File: src/pkg/rsr_pkg.sv
// Purpose: Shared constants and types for the rotate, subtract and return execution block.
// Assumes: One 50 MHz core clock; one instruction cycle spans two clocks.
// Notes:   File register read data come out of a register, hence the two-clock cycle.
package rsr_pkg;

  localparam int unsigned CLK_PERIOD_NS  = 20;
  localparam int unsigned ADDR_W         = 7;
  localparam int unsigned DATA_W         = 8;
  localparam int unsigned PC_W           = 11;
  localparam int unsigned DEPTH_W        = 4;
  localparam int unsigned FILE_REGS      = 128;
  localparam int unsigned STACK_LEVELS   = 8;
  localparam int unsigned CLK_PER_ICYCLE = 2;
  localparam int unsigned RET_ICYCLES    = 2;
  localparam int unsigned RET_CLOCKS     = RET_ICYCLES * CLK_PER_ICYCLE;

  localparam int unsigned BIT_MSB        = 7;
  localparam int unsigned BIT_LSB        = 0;
  localparam int unsigned NIBBLE_W       = 4;

  localparam logic [DATA_W-1:0]  ACC_RST   = 8'h00;
  localparam logic [PC_W-1:0]    PC_RST    = 11'h000;
  localparam logic [DEPTH_W-1:0] DEPTH_RST = 4'h0;
  localparam logic [1:0]         RET_WAIT  = 2'(RET_CLOCKS - 2);

  typedef enum logic [2:0] {
    OP_ROTATE_LEFT_VIA_CARRY  = 3'h0,
    OP_ROTATE_RIGHT_VIA_CARRY = 3'h1,
    OP_SUB_BORROW_FILE_REG    = 3'h2,
    OP_SUB_BORROW_IMMEDIATE   = 3'h3,
    OP_SUBROUTINE_RETURN      = 3'h4
  } op_t;

  typedef enum logic [1:0] {
    ST_IDLE = 2'b00,
    ST_EXEC = 2'b01,
    ST_RET  = 2'b11
  } state_t;

endpackage

File: src/pkg/file_reg_if.sv
// Purpose: Carrier between the execution block and its file register memory.
// Assumes: Read data appear one clock after the address is presented.
// Notes:   A write and a read of the same word in one clock return the old word.
`timescale 1ns/1ps
`default_nettype none
interface file_reg_if;
  logic [rsr_pkg::ADDR_W-1:0] rd_addr;
  logic [rsr_pkg::DATA_W-1:0] rd_data;
  logic                       wr_en;
  logic [rsr_pkg::ADDR_W-1:0] wr_addr;
  logic [rsr_pkg::DATA_W-1:0] wr_data;
  modport mem  (input rd_addr, wr_en, wr_addr, wr_data, output rd_data);
  modport user (output rd_addr, wr_en, wr_addr, wr_data, input rd_data);
endinterface
`default_nettype wire

File: src/design/rotate_subtract_return_exec.sv
// Purpose: Executes rotate through carry, subtract with borrow and subroutine return.
// Assumes: One instruction cycle is two clocks; fetch and decode sit outside.
// Notes:   The operand read is registered, so each instruction cycle spans two clocks.
// Function
// - Rotate left: bits 6..0 move up, carry enters bit 0, bit 7 becomes carry.
// - Rotate right: bits 7..1 move down, carry enters bit 7, bit 0 becomes carry.
// - Rotates and file subtract: destination 0 writes working register, 1 file register.
// - Return loads program counter from stack top in two cycles, flags untouched.
// - Return pops the call stack, depth drops by one unless it is already zero.
// - File subtract: file register plus inverted working register plus carry, flags updated.
// - Immediate subtract: immediate + ~working register + carry, into working register.
// - A borrow clears the carry flag.
// - A zero result without borrow sets zero and carry.
`timescale 1ns/1ps
`default_nettype none
module rotate_subtract_return_exec (
  input  wire logic                                i_clk,
  input  wire logic                                i_reset_n,
  input  wire logic                                i_valid,
  input  wire logic [2:0]                          i_op,
  input  wire logic [rsr_pkg::ADDR_W-1:0]          i_addr,
  input  wire logic                                i_dest,
  input  wire logic [rsr_pkg::DATA_W-1:0]          i_imm,
  input  wire logic                                i_load_en,
  input  wire logic [rsr_pkg::ADDR_W-1:0]          i_load_addr,
  input  wire logic [rsr_pkg::DATA_W-1:0]          i_load_data,
  input  wire logic                                i_preset_en,
  input  wire logic [rsr_pkg::DATA_W-1:0]          i_preset_acc,
  input  wire logic                                i_preset_carry,
  input  wire logic                                i_stack_push,
  input  wire logic [rsr_pkg::PC_W-1:0]            i_stack_top,
  output logic                                     o_ready,
  output logic                                     o_done,
  output logic [rsr_pkg::DATA_W-1:0]               o_working_register,
  output logic                                     o_carry,
  output logic                                     o_zero,
  output logic                                     o_half_carry_flag,
  output logic [rsr_pkg::PC_W-1:0]                 o_pc,
  output logic [rsr_pkg::DEPTH_W-1:0]              o_stack_depth,
  output logic                                     o_stack_pop
);

  typedef struct packed {
    rsr_pkg::state_t                 st;
    logic [1:0]                      cnt;
    rsr_pkg::op_t                    op;
    logic                            dest;
    logic [rsr_pkg::ADDR_W-1:0]      addr;
    logic [rsr_pkg::DATA_W-1:0]      imm;
    logic [rsr_pkg::DATA_W-1:0]      acc;
    logic                            carry;
    logic                            zero;
    logic                            half;
    logic [rsr_pkg::PC_W-1:0]        pc;
    logic [rsr_pkg::DEPTH_W-1:0]     depth;
    logic                            ready;
    logic                            done;
    logic                            pop;
  } core_t;

  localparam core_t CORE_RST = '{
    st: rsr_pkg::ST_IDLE, cnt: 2'h0, op: rsr_pkg::OP_ROTATE_LEFT_VIA_CARRY,
    dest: 1'b0, addr: '0, imm: 8'h00, acc: rsr_pkg::ACC_RST, carry: 1'b0,
    zero: 1'b0, half: 1'b0, pc: rsr_pkg::PC_RST, depth: rsr_pkg::DEPTH_RST,
    ready: 1'b1, done: 1'b0, pop: 1'b0
  };

  // Codes outside the five known operations are never accepted.
  function automatic logic op_known(input logic [2:0] code);
    op_known = code <= 3'(rsr_pkg::OP_SUBROUTINE_RETURN);
  endfunction

  // Shared adder: a + ~w + c, with the half carry taken out of the low nibble.
  function automatic logic [rsr_pkg::DATA_W+1:0] sub_borrow(
    input logic [rsr_pkg::DATA_W-1:0] a,
    input logic [rsr_pkg::DATA_W-1:0] w,
    input logic                       c);
    logic [rsr_pkg::DATA_W:0]     full;
    logic [rsr_pkg::NIBBLE_W:0]   low;
    full = {1'b0, a} + {1'b0, ~w} + {8'h00, c};
    low  = {1'b0, a[3:0]} + {1'b0, ~w[3:0]} + {4'h0, c};
    sub_borrow = {low[rsr_pkg::NIBBLE_W], full};
  endfunction

  core_t      core_reg;
  core_t      core_next;
  file_reg_if fr ();

  logic [rsr_pkg::DATA_W-1:0]   result;
  logic [rsr_pkg::DATA_W+1:0]   arith;
  logic [rsr_pkg::DATA_W-1:0]   sub_a;
  logic                         new_carry;
  logic                         is_sub;
  logic                         exec_now;
  logic                         accept;

  file_reg_mem u_file_reg_mem (
    .i_clk (i_clk),
    .bus   (fr.mem)
  );

  assign accept   = core_reg.ready && i_valid && op_known(i_op);
  assign exec_now = core_reg.st == rsr_pkg::ST_EXEC;
  assign is_sub   = core_reg.op == rsr_pkg::OP_SUB_BORROW_FILE_REG ||
                    core_reg.op == rsr_pkg::OP_SUB_BORROW_IMMEDIATE;

  // The operand is read while the instruction is taken, so it is ready one clock later.
  assign fr.rd_addr = i_addr;
  assign sub_a      = (core_reg.op == rsr_pkg::OP_SUB_BORROW_IMMEDIATE) ?
                      core_reg.imm : fr.rd_data;
  assign arith      = sub_borrow(sub_a, core_reg.acc, core_reg.carry);

  always_comb begin
    result    = arith[rsr_pkg::DATA_W-1:0];
    new_carry = arith[rsr_pkg::DATA_W];
    unique case (core_reg.op)
      rsr_pkg::OP_ROTATE_LEFT_VIA_CARRY: begin
        result    = {fr.rd_data[6:0], core_reg.carry};
        new_carry = fr.rd_data[rsr_pkg::BIT_MSB];
      end
      rsr_pkg::OP_ROTATE_RIGHT_VIA_CARRY: begin
        result    = {core_reg.carry, fr.rd_data[7:1]};
        new_carry = fr.rd_data[rsr_pkg::BIT_LSB];
      end
      rsr_pkg::OP_SUB_BORROW_FILE_REG,
      rsr_pkg::OP_SUB_BORROW_IMMEDIATE,
      rsr_pkg::OP_SUBROUTINE_RETURN: begin
      end
    endcase
  end

  // Direct loads share the write port; an executing write takes precedence.
  always_comb begin
    fr.wr_en   = i_load_en;
    fr.wr_addr = i_load_addr;
    fr.wr_data = i_load_data;
    if (exec_now && core_reg.dest && core_reg.op != rsr_pkg::OP_SUB_BORROW_IMMEDIATE) begin
      fr.wr_en   = 1'b1;
      fr.wr_addr = core_reg.addr;
      fr.wr_data = result;
    end
  end

  always_comb begin
    core_next      = core_reg;
    core_next.done = 1'b0;
    core_next.pop  = 1'b0;
    if (i_stack_push && core_reg.depth < rsr_pkg::DEPTH_W'(rsr_pkg::STACK_LEVELS)) begin
      core_next.depth = core_reg.depth + 4'h1;
    end
    unique case (core_reg.st)
      rsr_pkg::ST_IDLE: begin
        if (i_preset_en) begin
          core_next.acc   = i_preset_acc;
          core_next.carry = i_preset_carry;
        end
        if (accept) begin
          core_next.op    = rsr_pkg::op_t'(i_op);
          core_next.dest  = i_dest;
          core_next.addr  = i_addr;
          core_next.imm   = i_imm;
          core_next.ready = 1'b0;
          if (rsr_pkg::op_t'(i_op) == rsr_pkg::OP_SUBROUTINE_RETURN) begin
            core_next.st  = rsr_pkg::ST_RET;
            core_next.cnt = rsr_pkg::RET_WAIT;
          end else begin
            core_next.st  = rsr_pkg::ST_EXEC;
          end
        end
      end
      rsr_pkg::ST_EXEC: begin
        core_next.st    = rsr_pkg::ST_IDLE;
        core_next.ready = 1'b1;
        core_next.done  = 1'b1;
        core_next.carry = new_carry;
        if (!core_reg.dest || core_reg.op == rsr_pkg::OP_SUB_BORROW_IMMEDIATE) begin
          core_next.acc = result;
        end
        if (is_sub) begin
          core_next.zero = result == 8'h00;
          core_next.half = arith[rsr_pkg::DATA_W+1];
        end
      end
      rsr_pkg::ST_RET: begin
        if (core_reg.cnt == 2'h0) begin
          core_next.st    = rsr_pkg::ST_IDLE;
          core_next.ready = 1'b1;
          core_next.done  = 1'b1;
          core_next.pc    = i_stack_top;
          core_next.pop   = 1'b1;
          // An empty stack does not wrap and keeps a push in this clock; otherwise that push is lost.
          if (core_reg.depth != rsr_pkg::DEPTH_RST) begin
            core_next.depth = core_reg.depth - 4'h1;
          end
        end else begin
          core_next.cnt = core_reg.cnt - 2'h1;
        end
      end
      default: begin
        core_next = CORE_RST;
      end
    endcase
  end

  always_ff @(posedge i_clk or negedge i_reset_n) begin
    if (!i_reset_n) begin
      core_reg <= CORE_RST;
    end else begin
      core_reg <= core_next;
    end
  end

  assign o_ready            = core_reg.ready;
  assign o_done             = core_reg.done;
  assign o_working_register = core_reg.acc;
  assign o_carry            = core_reg.carry;
  assign o_zero             = core_reg.zero;
  assign o_half_carry_flag  = core_reg.half;
  assign o_pc               = core_reg.pc;
  assign o_stack_depth      = core_reg.depth;
  assign o_stack_pop        = core_reg.pop;
endmodule
`default_nettype wire

File: src/design/file_reg_mem.sv
// Purpose: The 128 file registers, one write port and one registered read port.
// Assumes: Single clock; contents are undefined until written.
// Notes:   No reset on the array so that it maps onto plain memory.
`timescale 1ns/1ps
`default_nettype none
module file_reg_mem (
  input  wire logic i_clk,
  file_reg_if.mem   bus
);
  logic [rsr_pkg::DATA_W-1:0] mem_array [rsr_pkg::FILE_REGS];

  always_ff @(posedge i_clk) begin
    if (bus.wr_en) begin
      mem_array[bus.wr_addr] <= bus.wr_data;
    end
    bus.rd_data <= mem_array[bus.rd_addr];
  end
endmodule
`default_nettype wire

File: config.mk
export PLATFORM = sky130hd
export DESIGN_NAME = rotate_subtract_return_exec
export DESIGN_NICKNAME = d
export VERILOG_FILES = /design/src/pkg/rsr_pkg.sv /design/src/pkg/file_reg_if.sv /design/src/design/rotate_subtract_return_exec.sv /design/src/design/file_reg_mem.sv
export SDC_FILE = /design/constraint.sdc
export NUM_CORES = 1
export LEC_CHECK = 0
export BUFFER_PORTS_ARGS = -buffer_cell sky130_fd_sc_hd__buf_2
export CAP_MARGIN = 20
export CORE_MARGIN = 2
export CORE_UTILIZATION = 45
export DETAILED_ROUTE_END_ITERATION = 12
export GPL_TIMING_DRIVEN = 0
export PLACE_DENSITY = 0.65
export REMOVE_ABC_BUFFERS = 1
export SYNTH_ARGS = -nofsm -noshare
export SYNTH_HDL_FRONTEND = slang
export SYNTH_SLANG_ARGS = --single-unit
export TNS_END_PERCENT = 50
File: constraint.sdc
create_clock -name i_clk -period 11 [get_ports i_clk]
set_clock_uncertainty 0.2 [all_clocks]
set_input_delay 0.55 -clock i_clk [delete_from_list [all_inputs] [get_ports i_clk]]
set_output_delay 0.55 -clock i_clk [all_outputs]
set_load 0.02 [all_outputs]
==> Word-level counts from Yosys, hierarchy flattened <==
Memory sizes are Yosys's and may differ from the RTL's. A register that Yosys moved wholly into a read port is not among the register bits.
Cells that the tools add are included.
{ "op_classes": {"addsub": 7, "magnitude_cmp": 2, "eq_ne": 14, "n_mux": 29, "n_bitwise": 7, "reduce_logical": 23} }
{ "ops": {"columns": ["op", "count"], "rows": [
  ["one-hot mux 19 bit (2 select lines)", 1],
  ["one-hot mux 15 bit (2 select lines)", 1],
  ["one-hot mux 9 bit (3 select lines)", 1],
  ["2-to-1 mux 8 bit", 3],
  ["2-to-1 mux 23 bit", 1],
  ["2-to-1 mux 18 bit", 1],
  ["one-hot mux 8 bit (2 select lines)", 1],
  ["inequality test 2 bit, second input constant", 6],
  ["2-to-1 mux 2 bit", 5],
  ["AND reduction 2 bit", 5],
  ["adder 8 x 8 -> 9 bit", 1],
  ["adder 9 x 1 -> 9 bit", 1],
  ["2-to-1 mux 9 bit", 1],
  ["logical NOT 8 bit", 1],
  ["2-to-1 mux 4 bit", 2],
  ["inverter 8 bit", 1],
  ["one-hot mux 2 bit (2 select lines)", 2],
  ["2-to-1 mux 7 bit", 1],
  ["== test 3 x 2 -> 1 bit, second input constant", 2],
  ["one-hot mux 1 bit (2 select lines)", 3],
  ["one-hot mux 2 bit (3 select lines)", 1],
  ["OR reduction 2 bit", 3],
  ["adder 4 x 4 -> 5 bit", 1],
  ["adder 5 x 1 -> 5 bit", 1],
  ["22 further kinds", 36]
]} }
{ "word_totals": {"register_bits": 52, "ramBits": 1024, "in_bits": 60, "output_inout_bits": 29, "wordCells": 98, "mem_count": 1} }
{ "mem_list": {"columns": ["name", "words", "width", "rd", "rd_clocked_by_memory_dff", "write_ports", "line_no", "source"], "rows": [
  ["u_file_reg_mem.mem_array", 128, 8, 1, 1, 1, "file_reg_mem.sv:10", "logic [rsr_pkg::DATA_W-1:0] mem_array [rsr_pkg::FILE_REGS];"]
]} }

==> Logic depth before layout (Yosys ltp) <==
{ "logic_depth": {"ltp_word": 8, "depth_mapped": 11, "ltp_nobuf": 10} }

==> Hierarchy <==
From an unflattened synthesis, not the netlist that was laid out.
{ "unflattened": {"hier_cells": 2020, "hier_area_um2": 43068.8} }
{ "by_module_without_submodules": {"columns": ["mod", "n_inst", "cells_per_inst", "area_each_um2", "seq_area_each_um2"], "rows": [
  ["file_reg_mem", 1, 1635, 39665.5, 30909.6],
  ["rotate_subtract_return_exec", 1, 385, 3403.3, 1302.5]
]} }

==> Worst setup path before layout <==
OpenSTA, ideal clock, no wires.
{ "synth_timing": {"path_type": "flip-flop to flip-flop", "startpoint": "reg core_reg[47] (netlist name)", "endpoint": "mem u_file_reg_mem.mem_array[0][4] (netlist name) (data pin)", "setup_time_ns": 1.197, "arrival_time_ns": 7.268, "required_time_ns": 9.603, "setup_slack_ns": 2.335, "path_stages_with_launch": 11, "path_buffers": 1, "period_less_slack_ns": 8.665, "path_cell_list": "dfrtp_1 -> nand3b_1 -> buf_2 -> mux2i_1 -> fa_1 -> fa_1 -> nand2b_1 -> a21oi_1 -> xnor2_1 -> o21ai_0 -> o21ai_0"} }
{ "synth_via": {"elab_chain_len": 6, "elab_cells_between_ends": 10, "classes_between": "2 x add/sub; 3 x eq/ne; 3 x mux; 2 x reduce/logical"} }
{ "synth_lines": {"columns": ["item", "line_no", "source"], "rows": [
  ["start, declared", "rotate_subtract_return_exec.sv:85", "core_t core_reg;"],
  ["start signal, assigned", "rotate_subtract_return_exec.sv:209", "core_reg <= core_next;"],
  ["== test 3 x 2 -> 1 bit", "rotate_subtract_return_exec.sv:109", "assign sub_a = (core_reg.op == rsr_pkg::OP_SUB_BORROW_IMMEDIATE) ?"],
  ["2-to-1 mux 8 bit", "rotate_subtract_return_exec.sv:109", null],
  ["adder 8 x 8 -> 9 bit", "rotate_subtract_return_exec.sv:80", "full = {1'b0, a} + {1'b0, ~w} + {8'h00, c};"],
  ["adder 9 x 1 -> 9 bit", "rotate_subtract_return_exec.sv:80", null],
  ["one-hot mux 8 bit (2 select lines)", "rotate_subtract_return_exec.sv:116", "unique case (core_reg.op)"],
  ["2-to-1 mux 8 bit (*)", "rotate_subtract_return_exec.sv:137", "if (exec_now && core_reg.dest && core_reg.op != rsr_pkg::OP_SUB_BORROW_IMMEDIATE) begin"],
  ["net fr.wr_data, one bit", "file_reg_if.sv:11", "logic [rsr_pkg::DATA_W-1:0] wr_data;"],
  ["end, declared", "file_reg_mem.sv:10", null]
]} }
The timed path passes the listed nets; every way through them passes the cells marked *.

==> Worst setup path after layout <==
{ "layout_timing": {"startpoint": "reg core_reg[45] (netlist name)", "endpoint": "mem u_file_reg_mem.mem_array[51][6] (netlist name) (data pin)"} }
Same word-level chain as after synthesis.

==> out/qor.txt <==
Outcome = finished clean
First-pass GRT wire length = 146,900 um
Mapped Area = 43,350 sq um
RSZ-0062 raised after global routing = no
WS Path Type = flip-flop to flip-flop
Die area = 98,840 sq um
CTS Sinks = 1,084
Family with the most delay on the worst path = simple AND/OR/NAND/NOR gates
Initial Util = 45.49%
Initial antenna violation count = 11
Multiplexer area fraction after synthesis = 12.87%
Fillers = 7,561
Crit-path max cell delay = 710 ps
Seq/Total Area, Yosys = 74.30%
Detail Placement HPWL = 62,490 um
Final setup viols = 0
Sw Ratio = 21.85%
Via count = 22,550
Clock Power Share = 40.2%
Pwr dens = 173.4 nW/um^2
Num CTS Buffers = 103
Remaining routing DRC violations = 0
Largest net degree at the start of global routing = 99
Slew Limit Fails = 0
Layout cells sized above 1 = 19.88%
Final cell count without fillers = 3,810
Yosys reg bits = 1,084
Post-layout util = 51.56%
Tcrit/Tclk final = 44.70%
Final Hold Vio Count = 0
Rel. slew slack = 23.94%
Most used cell, CP = fa_1
Routed Antenna Nets = 0
Routed vias/inst = 5.920
Synth Area in Compound Gates = 5.859%
Crit path max fanout = 94
Peak supply drop = 153.1 uV
CP max-delay cell = dfrtp_1
CTS tree = built
Min Tclk post-route = 4917 ps
Clk root buf = clkbuf_16
Iter 0 DRT Violations = 2,557
Area delta synth->final = 13.33%
Placed Cells = 3,587
Total wire length = 100,100 um
Setup TNS = 0 ps
EDFF count, synth = 1,024
Measured slew at the worst slew-check pin = 1141 ps
Synth Instances = 2,358
Grt total ovfl = 0
Mean post-synth cell area = 18.39 sq um
Yosys warns = 0
Power Internal = 6659 uW
Worst path buffer plus inverter count = 1
MaxCap Viol Count = 0
Fmax = 0.2034 GHz
Startpoint class of the critical path = flip-flop
Critical Path End Type = flip-flop
Die X = 314.4 um
Hold WC Path Type = input pin to flip-flop
Number of buffers added on ports = 88
Clock transition at path regs = 60 ps
Reported net switching power = 1862 uW
Largest family of logic cells by synthesized area = multiplexers
Io pins = 89
NumNets Final = 2,534
Main synth FF type = edfxtp_1
Synth cell types = 60
All-layer global routing usage = 20.19%
Max reg flops = 1,024
WL per Instance = 26.27 um
Worst path arrival time = 5150 ps
Leak pwr = 0.01593 uW
XOR/XNOR share of the synthesized area = 0.02020%
Core area = 95,290 sq um
Simple-Gate Fraction of Synth Area = 4.240%
Flop pwr share = 53.5%
CP required = 11,230 ps
Async set-reset flop share out of synthesis = 4.797%
Row count = 113
Routability Congestion = 0.8924
Vias in the first global route = 22,570
H-tree Lvls = 3
Clock Tree Buf Depth = 3
Die Height = 314.4 um
Total iterations of the first detailed-routing run = 6
Combinational share of power = 6.3%
Clock insertion delay at the later pin of the skew report = 700 ps
CP cell instances = nand3b_1 > mux2i_1 > fa_1 > fa_1 > nand2b_1 > a211oi_1 > nor2_1 > o41ai_1 > or2_1 > mux2_4 > buf_16
Post-Synth Adder-Cell Area = 0.4964%
## worst min-delay path, delay by kind of cell
family,cells,cell delay (ps)
AO/OA/AOI/OAI,2,210
buffers and inverters,1,90
## power by group through the flow
| stage | Combinational (uW) | Clock [uW] | Sequential [uW] |
|---|---|---|---|
| 6_report | 540 | 3430 | 4560 |
| 3_3_place_gp | 535 | 0 | 4670 |
| 2_1_floorplan | 268 | 0 | 4660 |
| 3_5_place_dp | 529 | 0 | 4640 |
| 4_1_cts | 539 | 3470 | 4550 |
| 5_1_grt | 577 | 3640 | 4560 |
## what timing repair did
item                                    4_1_cts  5_1_grt
endpoints found under the hold margin        60        0
resized for setup                             0        0
hold buffers                                 29        0
setup buffers                                 0        0
endpoints found under the setup margin        0        0
## path summary, 6_finish.rpt
kind,startpoint,to,slack (ps),depth (start not counted)
setup reg to reg,core_reg[45],u_file_reg_mem.mem_array[51][6],6080,11
hold reg to reg,core_reg[36],core_reg[36],280,2
min in group asynchronous,i_reset_n,o_pc[6],300,2
max in group asynchronous,i_reset_n,core_reg[36],9710,3
hold / removal,i_preset_acc[7],o_working_register[7],30,3
setup / recovery,core_reg[45],u_file_reg_mem.mem_array[51][6],6080,11
## cell families (layout without fill, tap and decap cells)
family,Yosys count,in the layout
flops,1084,1084
simple gates,407,407
compound gates,349,349
mux,315,315
buf+inv,186,368
fa+ha+maj,16,16
xor+xnor,1,1
other cells,0,5
## metal layers
metal | part of all wire (%) | routed length (um) | up-vias | GRT usage [%]
li1 | - | - | 9719 | -
met1 | 41 | 41220 | 11630 | 28.11
met2 | 47 | 47380 | 1011 | 31.99
met3 | 8.4 | 8411 | 180 | 4.341
met4 | 3.0 | 3013 | 10 | 6.526
met5 | 0.057 | 57 | - | 0
## metrics by stage
| step | worst slack (ps) | cell area (sq um) | hold WS, ps | power (uW) |
|---|---|---|---|---|
| after global placement | -5191 | 44510 | 269.5 | 5200 |
| after global routing | 5845 | 49120 | 34.04 | 8776 |
| final | 6083 | 49130 | 31.55 | 8521 |
| after CTS | 6076 | 49100 | 2.700 | 8567 |
| after detailed placement | 6071 | 45560 | 265.1 | 5171 |
| after floorplan | 2016 | 42490 | 54.41 | 4926 |
## cell type report
class                   count  area [sq um]  share of cell area [%]
flip-flops and latches   1084         32210                   65.56
multi-input cells        1088         10300                   20.96
clock buffers             129          2728                   5.552
repair buffers            156          1682                   3.423
well taps                1265          1583                   3.222
clock inverters            58         521.8                   1.062
inverters                  25         93.84                  0.1910
diodes                      5         12.51                 0.02547
## cell usage in the layout (no fill, tap or decap), types with 5 or more instances in the layout
| cell type | count |
|---|---|
| bufinv_16 | 7 |
| mux4_2 | 192 |
| a21oi_1 | 71 |
| a221oi_1 | 25 |
| mux2i_1 | 103 |
| dlygate4sd3_1 | 29 |
| a22oi_1 | 76 |
| edfxtp_1 | 1024 |
| a22o_1 | 35 |
| clkbuf_1 | 23 |
| buf_16 | 28 |
| a31oi_1 | 5 |
| nand3_1 | 15 |
| ha_1 | 14 |
| a2111oi_0 | 7 |
| nand3b_1 | 16 |
| o21ai_0 | 32 |
| buf_12 | 6 |
| nand2b_1 | 10 |
| diode_2 | 5 |
| nor3_1 | 18 |
| inv_1 | 25 |
| buf_2 | 87 |
| a221oi_2 | 8 |
| clkbuf_16 | 105 |
| and3_1 | 10 |
| o22ai_1 | 9 |
| nor2_1 | 153 |
| mux2_2 | 18 |
| o211ai_1 | 21 |
| dfxtp_1 | 8 |
| nand2_1 | 118 |
| nor2b_1 | 29 |
| clkinv_1 | 31 |
| clkinv_2 | 12 |
| a41o_1 | 9 |
| a211oi_1 | 26 |
| or3_1 | 8 |
| dfrtp_1 | 51 |
## Yosys cell counts (8+ instances only)
master	instances	area, sq um
edfxtp_1	1024	30750
mux4_2	192	4324
nor2_1	155	581.8
nand2_1	122	457.9
mux2i_1	103	1031
a22oi_1	76	570.6
a21oi_1	71	355.3
clkbuf_1	62	232.7
dfrtp_1	51	1276
a22o_1	35	306.5
buf_4	35	262.8
nor2b_1	35	219.0
buf_2	34	170.2
o21ai_0	34	170.2
a211oi_1	26	195.2
a221oi_1	25	219.0
inv_1	25	93.84
o211ai_1	21	157.7
mux2_2	20	225.2
nor3_1	19	95.09
buf_1	18	67.56
nand3b_1	16	120.1
nand3_1	15	75.07
ha_1	14	175.2
buf_6	11	123.9
and3_1	10	62.56
nand2b_1	10	62.56
a41o_1	9	90.09
o22ai_1	9	56.30
a221oi_2	8	120.1
dfxtp_1	8	160.2
or3_1	8	50.05
No activity file was read; power rests on OpenSTA's default activity.
